**src/core/pcc_regs.vh**
```
// register map, field layout and timing constants of the pll clock output control
`ifndef PCC_REGS_VH
`define PCC_REGS_VH
`define PCC_IDX_LFO_TRIM 8'h3c
`define PCC_IDX_PLL_CTRL 8'h3d
`define PCC_IDX_PLL_DIV 8'h3e
`define PCC_ADDR_LFO_TRIM 10'h0f0
`define PCC_ADDR_PLL_CTRL 10'h0f4
`define PCC_ADDR_PLL_DIV 10'h0f8
`define PCC_ADDR_STATUS 10'h100
`define PCC_RST_LFO_TRIM 8'h80
`define PCC_RST_PLL_CTRL 8'h00
`define PCC_RST_PLL_DIV 8'h08
`define PCC_SEL_MSB 7
`define PCC_SEL_LSB 4
`define PCC_OE_BIT 3
`define PCC_PD_BIT 2
`define PCC_FB_MSB 1
`define PCC_FB_LSB 0
`define PCC_SEL_GPIO 4'h0
`define PCC_SEL_PLL 4'h1
`define PCC_SEL_LOW 4'h2
`define PCC_SEL_HIGH 4'h3
`define PCC_SEL_XTAL1 4'h4
`define PCC_SEL_XTAL8 4'h7
`define PCC_SEL_TMR0 4'h8
`define PCC_SEL_TMR3 4'hb
`define PCC_FB_23 5'h17
`define PCC_FB_27 5'h1b
`define PCC_FB_28 5'h1c
`define PCC_DIV_MIN 8'h08
`define PCC_XTAL_KHZ 27120
`define PCC_RESP_OKAY 2'h0
`define PCC_RESP_SLVERR 2'h2
`endif

```
**src/core/pcc_ratio_div.v**
```verilog
// fractional clock generator: toggles output at num/den of the reference rate
`default_nettype none
module pcc_ratio_div #(
  parameter ACC_W = 16
) (
  // clock and control
  input wire core_clk_in,
  input wire nrst_in,
  input wire ce_in,
  input wire run_in,
  // ratio: output frequency = f_clk * num / (2 * den)
  input wire [ACC_W-1:0] num_in,
  input wire [ACC_W-1:0] den_in,
  // generated clock
  output wire clk_out
);
  reg [ACC_W:0] acc_ff;
  reg clk_ff;
  wire [ACC_W:0] sum = acc_ff + {1'b0, num_in};
  wire wrap = (sum >= {1'b0, den_in});
  always @(posedge core_clk_in) begin
    if (!nrst_in) begin
      acc_ff <= {(ACC_W+1){1'b0}};
      clk_ff <= 1'b0;
    end else if (ce_in) begin
      if (!run_in) begin
        acc_ff <= {(ACC_W+1){1'b0}};
        clk_ff <= 1'b0;
      end else if (wrap) begin
        acc_ff <= sum - {1'b0, den_in};
        clk_ff <= ~clk_ff;
      end else begin
        acc_ff <= sum;
      end
    end
  end
  assign clk_out = clk_ff;
endmodule
`default_nettype wire

```
**src/core/pcc_top.v**
```verilog
// pll clock output control: registers, pll frequency model and clock pin mux
// Function
// - eight-bit trim for slow oscillator; larger value gives lower frequency.
// - first stage multiplies 27.12 MHz crystal by feedback factor, then halves.
// - second stage divides first-stage frequency by output divider value.
// - select 0 gives general I/O, 1 PLL clock, 2 constant low, 3 high.
// - selects 4 to 7 give crystal divided by 1, 2, 4, 8.
// - selects 8 to Bh toggle pin on timer 0..3 overflow; C-F reserved.
// - output enable bit 3 gates the selected clock onto the pin; for select 0 the pin enable follows gpio_oe_in instead.
// - feedback select 00,01,10,11 gives factors 23,27,28,23.
// - output divider divides by value for 8..255; 0..7 reserved.
//
// Chosen here: the AXI4-Lite interface to the registers.
`default_nettype none
`include "pcc_regs.vh"
module pcc_top #(
  parameter ADDR_W = 12,
  parameter ACC_W = 16
) (
  // clock, reset, enable
  input wire core_clk_in,
  input wire nrst_in,
  input wire ce_in,
  // axi4-lite write address
  input wire s_axi_awvalid,
  output wire s_axi_awready,
  input wire [ADDR_W-1:0] s_axi_awaddr,
  // axi4-lite write data
  input wire s_axi_wvalid,
  output wire s_axi_wready,
  input wire [31:0] s_axi_wdata,
  input wire [3:0] s_axi_wstrb,
  // axi4-lite write response
  output wire s_axi_bvalid,
  input wire s_axi_bready,
  output wire [1:0] s_axi_bresp,
  // axi4-lite read address
  input wire s_axi_arvalid,
  output wire s_axi_arready,
  input wire [ADDR_W-1:0] s_axi_araddr,
  // axi4-lite read data
  output wire s_axi_rvalid,
  input wire s_axi_rready,
  output wire [31:0] s_axi_rdata,
  output wire [1:0] s_axi_rresp,
  // crystal-derived clocks and timer events
  input wire xtal_clk_in,
  input wire [3:0] timer_overflow_in,
  // general i/o path of the clock pin
  input wire gpio_out_in,
  input wire gpio_oe_in,
  // clock output pin
  input wire clock_output_pin_in,
  output wire clock_output_pin_out,
  output wire clock_output_pin_oe_out,
  // trim and pll state toward the analog part
  output wire [7:0] slow_osc_trim_value_out,
  output wire pll_clk_out,
  output wire [15:0] pll_vco_khz_out,
  output wire [15:0] pll_out_khz_out,
  output wire pll_div_reserved_out
);
  //////////////////////////////////////////////////////////////////////////////
  // registers
  reg [7:0] trim_ff;
  reg [7:0] ctrl_ff;
  reg [7:0] div_ff;
  reg aw_ff, w_ff, bvalid_ff, rvalid_ff;
  reg [ADDR_W-1:0] awaddr_ff;
  reg [31:0] wdata_ff;
  reg [3:0] wstrb_ff;
  reg [1:0] bresp_ff, rresp_ff;
  reg [31:0] rdata_ff;
  reg pin_ff, tog_ff;
  reg [2:0] xdiv_ff;
  reg [31:0] nxt_rdata;
  reg [1:0] nxt_rresp;

  wire [3:0] sel = ctrl_ff[`PCC_SEL_MSB:`PCC_SEL_LSB];
  wire pin_en = ctrl_ff[`PCC_OE_BIT];
  wire pll_power_down = ctrl_ff[`PCC_PD_BIT];
  wire [1:0] fb_sel = ctrl_ff[`PCC_FB_MSB:`PCC_FB_LSB];

  //////////////////////////////////////////////////////////////////////////////
  // axi4-lite write
  // readies drop while frozen so no handshake is seen that the logic misses
  assign s_axi_awready = ~aw_ff & ~bvalid_ff & ce_in;
  assign s_axi_wready = ~w_ff & ~bvalid_ff & ce_in;
  assign s_axi_bvalid = bvalid_ff;
  assign s_axi_bresp = bresp_ff;
  wire aw_now = aw_ff | (s_axi_awvalid & s_axi_awready);
  wire w_now = w_ff | (s_axi_wvalid & s_axi_wready);
  wire [ADDR_W-1:0] wa = aw_ff ? awaddr_ff : s_axi_awaddr;
  wire [31:0] wd = w_ff ? wdata_ff : s_axi_wdata;
  wire [3:0] ws = w_ff ? wstrb_ff : s_axi_wstrb;
  wire do_wr = aw_now & w_now & ~bvalid_ff;
  wire [9:0] wa_w = wa[9:0];
  wire wa_hi_zero = (wa >> 10) == {ADDR_W{1'b0}};
  wire wr_trim = do_wr & wa_hi_zero & (wa_w == `PCC_ADDR_LFO_TRIM) & ws[0];
  wire wr_ctrl = do_wr & wa_hi_zero & (wa_w == `PCC_ADDR_PLL_CTRL) & ws[0];
  wire wr_div = do_wr & wa_hi_zero & (wa_w == `PCC_ADDR_PLL_DIV) & ws[0];
  wire wr_known = wa_hi_zero & ((wa_w == `PCC_ADDR_LFO_TRIM) |
    (wa_w == `PCC_ADDR_PLL_CTRL) | (wa_w == `PCC_ADDR_PLL_DIV) |
    (wa_w == `PCC_ADDR_STATUS));

  always @(posedge core_clk_in) begin
    if (!nrst_in) begin
      aw_ff <= 1'b0;
      w_ff <= 1'b0;
      bvalid_ff <= 1'b0;
      bresp_ff <= `PCC_RESP_OKAY;
      awaddr_ff <= {ADDR_W{1'b0}};
      wdata_ff <= 32'h0;
      wstrb_ff <= 4'h0;
      trim_ff <= `PCC_RST_LFO_TRIM;
      ctrl_ff <= `PCC_RST_PLL_CTRL;
      div_ff <= `PCC_RST_PLL_DIV;
    end else if (ce_in) begin
      if (s_axi_awvalid & s_axi_awready) begin
        awaddr_ff <= s_axi_awaddr;
      end
      if (s_axi_wvalid & s_axi_wready) begin
        wdata_ff <= s_axi_wdata;
        wstrb_ff <= s_axi_wstrb;
      end
      if (do_wr) begin
        aw_ff <= 1'b0;
        w_ff <= 1'b0;
        bvalid_ff <= 1'b1;
        bresp_ff <= wr_known ? `PCC_RESP_OKAY : `PCC_RESP_SLVERR;
      end else begin
        aw_ff <= aw_now;
        w_ff <= w_now;
        if (bvalid_ff & s_axi_bready) begin
          bvalid_ff <= 1'b0;
        end
      end
      if (wr_trim) begin
        trim_ff <= wd[7:0];
      end
      if (wr_ctrl) begin
        ctrl_ff <= wd[7:0];
      end
      if (wr_div) begin
        div_ff <= wd[7:0];
      end
    end
  end

  //////////////////////////////////////////////////////////////////////////////
  // axi4-lite read
  assign s_axi_arready = ~rvalid_ff & ce_in;
  assign s_axi_rvalid = rvalid_ff;
  assign s_axi_rdata = rdata_ff;
  assign s_axi_rresp = rresp_ff;
  wire ra_hi_zero = (s_axi_araddr >> 10) == {ADDR_W{1'b0}};

  always @* begin
    nxt_rdata = 32'h0;
    nxt_rresp = `PCC_RESP_OKAY;
    if (!ra_hi_zero) begin
      nxt_rresp = `PCC_RESP_SLVERR;
    end else begin
      case (s_axi_araddr[9:0])
        `PCC_ADDR_LFO_TRIM: nxt_rdata = {24'h0, trim_ff};
        `PCC_ADDR_PLL_CTRL: nxt_rdata = {24'h0, ctrl_ff};
        `PCC_ADDR_PLL_DIV: nxt_rdata = {24'h0, div_ff};
        `PCC_ADDR_STATUS: nxt_rdata = {29'h0, pll_div_reserved_out, pll_clk_out,
          clock_output_pin_out};
        default: nxt_rresp = `PCC_RESP_SLVERR;
      endcase
    end
  end

  always @(posedge core_clk_in) begin
    if (!nrst_in) begin
      rvalid_ff <= 1'b0;
      rdata_ff <= 32'h0;
      rresp_ff <= `PCC_RESP_OKAY;
    end else if (ce_in) begin
      if (s_axi_arvalid & s_axi_arready) begin
        rvalid_ff <= 1'b1;
        rdata_ff <= nxt_rdata;
        rresp_ff <= nxt_rresp;
      end else if (rvalid_ff & s_axi_rready) begin
        rvalid_ff <= 1'b0;
      end
    end
  end

  //////////////////////////////////////////////////////////////////////////////
  // pll frequency model
  reg [4:0] fb_factor;
  always @* begin
    case (fb_sel)
      2'b00: fb_factor = `PCC_FB_23;
      2'b01: fb_factor = `PCC_FB_27;
      2'b10: fb_factor = `PCC_FB_28;
      default: fb_factor = `PCC_FB_23;
    endcase
  end
  localparam [15:0] XTAL_KHZ = `PCC_XTAL_KHZ;
  wire [20:0] vco_prod = XTAL_KHZ * fb_factor;
  wire [19:0] vco_khz = vco_prod[20:1];
  wire div_ok = (div_ff >= `PCC_DIV_MIN);
  wire pll_run = ~pll_power_down & div_ok;
  assign pll_vco_khz_out = pll_power_down ? 16'h0 : vco_khz[19:4];
  wire [19:0] out_khz = div_ok ? (vco_khz / div_ff) : 20'h0;
  assign pll_out_khz_out = pll_power_down ? 16'h0 : out_khz[15:0];
  assign pll_div_reserved_out = ~div_ok;

  // pll clock scaled to the core clock: rate f_clk*fb/(8*div)
  // den of four times div keeps num below den for every legal divider
  wire [ACC_W-1:0] pll_num = {{(ACC_W-5){1'b0}}, fb_factor};
  wire [ACC_W-1:0] pll_den = {{(ACC_W-10){1'b0}}, div_ff, 2'b00};
  pcc_ratio_div #(
    .ACC_W(ACC_W)
  ) u_pll_div (
    .core_clk_in(core_clk_in),
    .nrst_in(nrst_in),
    .ce_in(ce_in),
    .run_in(pll_run),
    .num_in(pll_num),
    .den_in(pll_den),
    .clk_out(pll_clk_out)
  );

  //////////////////////////////////////////////////////////////////////////////
  // crystal divider and timer toggle
  reg xtal_q_ff;
  // divider advances once per crystal period, not per core clock
  wire xtal_rise = xtal_clk_in & ~xtal_q_ff;
  always @(posedge core_clk_in) begin
    if (!nrst_in) begin
      xdiv_ff <= 3'h0;
      xtal_q_ff <= 1'b0;
      tog_ff <= 1'b0;
    end else if (ce_in) begin
      xtal_q_ff <= xtal_clk_in;
      if (xtal_rise) begin
        xdiv_ff <= xdiv_ff + 3'h1;
      end
      if ((sel >= `PCC_SEL_TMR0) && (sel <= `PCC_SEL_TMR3) &&
          timer_overflow_in[sel[1:0]]) begin
        tog_ff <= ~tog_ff;
      end
    end
  end

  //////////////////////////////////////////////////////////////////////////////
  // clock pin mux
  reg nxt_pin;
  always @* begin
    case (sel)
      `PCC_SEL_GPIO: nxt_pin = gpio_out_in;
      `PCC_SEL_PLL: nxt_pin = pll_clk_out & ~pll_power_down;
      `PCC_SEL_LOW: nxt_pin = 1'b0;
      `PCC_SEL_HIGH: nxt_pin = 1'b1;
      4'h4: nxt_pin = xtal_clk_in;
      4'h5: nxt_pin = xdiv_ff[0];
      4'h6: nxt_pin = xdiv_ff[1];
      `PCC_SEL_XTAL8: nxt_pin = xdiv_ff[2];
      4'h8, 4'h9, 4'ha, `PCC_SEL_TMR3: nxt_pin = tog_ff;
      default: nxt_pin = 1'b0;
    endcase
  end
  always @(posedge core_clk_in) begin
    if (!nrst_in) begin
      pin_ff <= 1'b0;
    end else if (ce_in) begin
      pin_ff <= nxt_pin;
    end
  end
  assign clock_output_pin_out = pin_ff;
  assign clock_output_pin_oe_out = (sel == `PCC_SEL_GPIO) ? gpio_oe_in : pin_en;
  assign slow_osc_trim_value_out = trim_ff;
endmodule
`default_nettype wire
```
**config.mk**
```make
export PLATFORM = sky130hd
export DESIGN_NAME = pcc_top
export DESIGN_NICKNAME = d
export VERILOG_FILES = /design/src/core/pcc_ratio_div.v /design/src/core/pcc_top.v
export VERILOG_INCLUDE_DIRS = /design/src /design/src/core
export SDC_FILE = /design/constraint.sdc
export NUM_CORES = 1
export LEC_CHECK = 0
export BUFFER_PORTS_ARGS = -buffer_cell sky130_fd_sc_hd__buf_2
export CAP_MARGIN = 15
export CELL_PAD_IN_SITES_DETAIL_PLACEMENT = 1
export CELL_PAD_IN_SITES_GLOBAL_PLACEMENT = 2
export CORE_ASPECT_RATIO = 2
export CORE_MARGIN = 1.5
export CORE_UTILIZATION = 32
export CTS_BUF_LIST = sky130_fd_sc_hd__clkbuf_16
export CTS_CLUSTER_DIAMETER = 200
export CTS_CLUSTER_SIZE = 40
export DETAILED_ROUTE_END_ITERATION = 8
export GPL_ROUTABILITY_DRIVEN = 0
export PLACE_DENSITY = 0.8
export SLEW_MARGIN = 20
export SYNTH_ARGS = -nofsm -noshare
export SYNTH_HDL_FRONTEND = slang
export SYNTH_SLANG_ARGS = --single-unit
```
**constraint.sdc**
```tcl
create_clock -name core_clk_in -period 40.6 [get_ports core_clk_in]
set_input_delay 2.03 -clock core_clk_in [delete_from_list [all_inputs] [get_ports core_clk_in]]
set_output_delay 2.03 -clock core_clk_in [all_outputs]
set_load 0.05 [all_outputs]
```
==> summary.txt <==
OUTCOME
------------------------------------------------------------------------------------------
Status ...................................................................... finished, final reports clean

WORST SETUP PATH
------------------------------------------------------------------------------------------
Capturing element type of the critical path .................................  output port
Critical Path Slowest Stage Cell ............................................ sky130_fd_sc_hd__or4b_2
Required time of the worst setup path .......................................     38.57 ns
Data arrival time of the critical path ......................................     36.78 ns
Kind of cell adding the most delay to the critical path ..................... compound AO/OA/AOI/OAI gates
Max incr delay on CP ........................................................      0.64 ns
CP dominant cell by count ................................................... sky130_fd_sc_hd__o21a_1
Critical path class ......................................................... register to output port
Buffers & Inverters on Critical Path ........................................           16
Crit path max fanout ........................................................            7
Category of the worst setup path launch point ...............................     register

YOSYS
------------------------------------------------------------------------------------------
Cell taking the most area after synthesis ................................... sky130_fd_sc_hd__ha_1
Post-synth design cell area .................................................    14300 um2
Number of flops mapped to enable cells by yosys .............................            0
Dominant synthesized flop cell .............................................. sky130_fd_sc_hd__dfxtp_1
Distinct cell type count of the synthesized netlist .........................          118
Area contributors post-synth ................................................ sky130_fd_sc_hd__ha_1 13%, sky130_fd_sc_hd__dfxtp_1 12%, sky130_fd_sc_hd__nand2_1 4.8%
Yosys warning count .........................................................            0
Part of the Yosys area used for sequential elements .........................        0.117
Cells after synthesis .......................................................         1917
Share of Yosys cell area claimed by the top area cell type ..................        0.127
Register bit total from synthesis ...........................................           83
Fraction of synthesis flops using an asynchronous set or reset pin ..........            0
Syn avg cell area ...........................................................     7.44 um2

TIMING
------------------------------------------------------------------------------------------
Worst clock skew ............................................................    0.0107 ns
Number of max-slew violations in the final report ...........................            0
Setup violations, final .....................................................            0
Tightest slew margin relative to the limit ..................................       0.0463
Final hold violation count ..................................................            0
Top achievable clock speed ..................................................   0.0258 GHz
Worst Tran Pin Value ........................................................      1.42 ns
Final critical-path share of the clock period ...............................        0.956
Time the final worst path needs with I/O delays and setup ...................     38.81 ns

CLOCK TREE
------------------------------------------------------------------------------------------
Clock edge transition at the registers on the reported setup and hold paths .      0.07 ns
TritonCTS clock tree ........................................................         done
Inserted Clock Buffers ......................................................            9
Clock tree buffer depth .....................................................            2
Worst skew pair latency .....................................................      0.37 ns
Quantity of hold-fixing buffers added after cts .............................            0
Clock root cell ............................................................. sky130_fd_sc_hd__clkbuf_16
Maximum level of the CTS H-tree .............................................            3
CTS Sinks ...................................................................           83

FLOORPLANNING
------------------------------------------------------------------------------------------
Ports placed on the boundary ................................................          161
Floorplan die height ........................................................       302 um
Placeable core region .......................................................    44100 um2
Std-Cell Rows ...............................................................          109
Area enclosed by the die boundary ...........................................    45900 um2
X dimension of the die ......................................................       152 um
Starting utilization of the core area .......................................        0.324

GLOBAL ROUTING
------------------------------------------------------------------------------------------
Number of antenna violations at the first check in global routing ...........            0
Largest net degree at the start of global routing ...........................           83
First-pass GRT wire length ..................................................     85800 um
GRT Total Usage .............................................................        0.233
Number of global-route vias before repair ...................................        16800
Overflow left after global routing ..........................................            0

DETAILED ROUTING
------------------------------------------------------------------------------------------
Detailed-route DRC error count ..............................................            0
Via count ...................................................................        15600
Antenna Violating Nets Remaining ............................................            0
Average wire per standard cell ..............................................      20.3 um
Via density .................................................................         5.78
Post-detailed-routing wire length ...........................................     54900 um
First-iteration detailed-routing DRC count ..................................          531
Drt pass-1 iters ............................................................            4

WORST HOLD PATH
------------------------------------------------------------------------------------------
Path type of the worst min-delay path ....................................... register to register

FINAL LAYOUT
------------------------------------------------------------------------------------------
Cell Count, Final, Fillers Out ..............................................         2701
Number of nets in the layout ................................................         2365
Fraction of layout instances using a drive strength above 1 .................        0.243
Number of diodes added for antenna fixing ...................................            0
Area overhead of the layout relative to synthesis ...........................        22.5%

FLOW RUN
------------------------------------------------------------------------------------------
Max-capacitance violation count .............................................            0

PLACED DESIGN
------------------------------------------------------------------------------------------
Count of input and output buffers ...........................................          103
Post-detail-place hpwl ......................................................     44900 um
Cells after DPL .............................................................         2628

-- worst min-delay path: cells and delay by family, from the launching register on --
kind	cells	cell delay [ns]
compound gates	1	0.06
flops	1	0.31
simple gates	1	0.05
-- flip-flops by register name, indices dropped and copies added, names as in the netlist, 3 cells and up --
name,flops
wdata_ff,8
awaddr_ff,12
xdiv_ff,3
div_ff,8
s_axi_rdata,8
u_pll_div.acc_ff,17
ctrl_ff,8
slow_osc_trim_value_out,8
-- synth_stat cells (all sizes together) (53+ instances only) --
cell   number
buf        54
inv        61
nand3      54
o21ai     110
nor2      180
nand2     185
ha        145
a21o       57
nor3       61
xnor2      71
o21a       53
nor2b      53
a21oi     108
dfxtp      83
-- cells by family (layout without fill, tap and decap cells) --
logic type,Yosys count,in the layout,share of synthesized area
AOI/OAI and AO/OA,583,583,0.292
DFF,83,83,0.117
muxes,95,95,0.0723
buffers and inverters,154,353,0.0525
xor gates and xnor gates,114,114,0.0719
other,1,31,0.000263
and+or+nand+nor,738,738,0.263
adders and majority gates,149,149,0.132
-- final timing paths --
kind / startpoint / endpoint / slack (ns) / cells after the start
setup / recovery: ctrl_ff[0] / pll_out_khz_out[0] / 1.79 / 199
hold / removal: wdata_ff[2] / wdata_ff[2] / 0.47 / 2
setup reg to reg: ctrl_ff[1] / u_pll_div.acc_ff[14] / 34.95 / 26
hold reg to reg: wdata_ff[2] / wdata_ff[2] / 0.47 / 2
-- placed cells by master (no fill, tap or decap), types with 10 or more instances in the layout --
cell type	instances
sky130_fd_sc_hd__and2_1	34
sky130_fd_sc_hd__conb_1	31
sky130_fd_sc_hd__a21boi_0	33
sky130_fd_sc_hd__o22ai_1	12
sky130_fd_sc_hd__a21o_1	57
sky130_fd_sc_hd__dfxtp_1	82
sky130_fd_sc_hd__o21ai_0	84
sky130_fd_sc_hd__mux2i_1	49
sky130_fd_sc_hd__inv_1	60
sky130_fd_sc_hd__ha_4	13
sky130_fd_sc_hd__a211oi_1	15
sky130_fd_sc_hd__nand4_1	24
sky130_fd_sc_hd__nor2_2	15
sky130_fd_sc_hd__buf_2	102
sky130_fd_sc_hd__nor4_1	15
sky130_fd_sc_hd__mux2_2	33
sky130_fd_sc_hd__ha_1	127
sky130_fd_sc_hd__o21ai_1	16
sky130_fd_sc_hd__a31oi_1	10
sky130_fd_sc_hd__nor3_1	57
sky130_fd_sc_hd__nor2_1	160
sky130_fd_sc_hd__nor2b_1	50
sky130_fd_sc_hd__o21a_1	51
sky130_fd_sc_hd__xor2_1	42
sky130_fd_sc_hd__nand3_1	48
sky130_fd_sc_hd__o31ai_1	19
sky130_fd_sc_hd__o21ai_2	10
sky130_fd_sc_hd__o211a_1	17
sky130_fd_sc_hd__o211ai_1	13
sky130_fd_sc_hd__nand2b_1	31
sky130_fd_sc_hd__or2_2	11
sky130_fd_sc_hd__a22oi_1	16
sky130_fd_sc_hd__buf_4	164
sky130_fd_sc_hd__a21oi_2	20
sky130_fd_sc_hd__xnor2_1	68
sky130_fd_sc_hd__nand2_1	176
sky130_fd_sc_hd__a21oi_1	85
sky130_fd_sc_hd__or3_1	36
-- routing by layer --
metal | share of wire | vias to the layer above | routed length, um | GRT usage
met3 | 0.026 | 173 | 1410 | 0.0188
met1 | 0.33 | 7606 | 18100 | 0.197
met2 | 0.58 | 359 | 31800 | 0.493
met5 | 0 | - | 0 | 0
met4 | 0.066 | 0 | 3650 | 0.162
li1 | - | 7466 | - | -
-- through the flow --
stage	setup WS [ns]	hold WS, ns	setup TNS (ns)	cell area [um2]	util
2_1_floorplan	0.0624	0.440	0	14400	-
3_3_place_gp	-0.150	0.448	-0.150	16000	0.363
3_5_place_dp	-0.870	0.461	-0.870	16000	0.363
4_1_cts	0.000657	0.469	0	16500	0.374
5_1_grt	-0.152	0.487	-0.152	17500	0.397
6_report	1.79	0.467	0	17500	0.397
-- layout make-up --
class | instances | area [um2]
clock buffers | 9 | 225
clock inverters | 7 | 83.8
fillers | 5495 | 26600
inverters | 61 | 229
multi-input cells | 1710 | 12700
flip-flops and latches | 83 | 1670
well taps | 555 | 694
repair buffers | 276 | 1860
-- repair_timing --
action,in CTS,in global routing
cloned,0,1
setup buffers,4,52
endpoints found under the setup margin,2,2
resized for setup,35,132
pin swaps,11,66
Power is not shown: default switching activity piles up to over one toggle a cycle in this logic, so the estimate is an artifact.
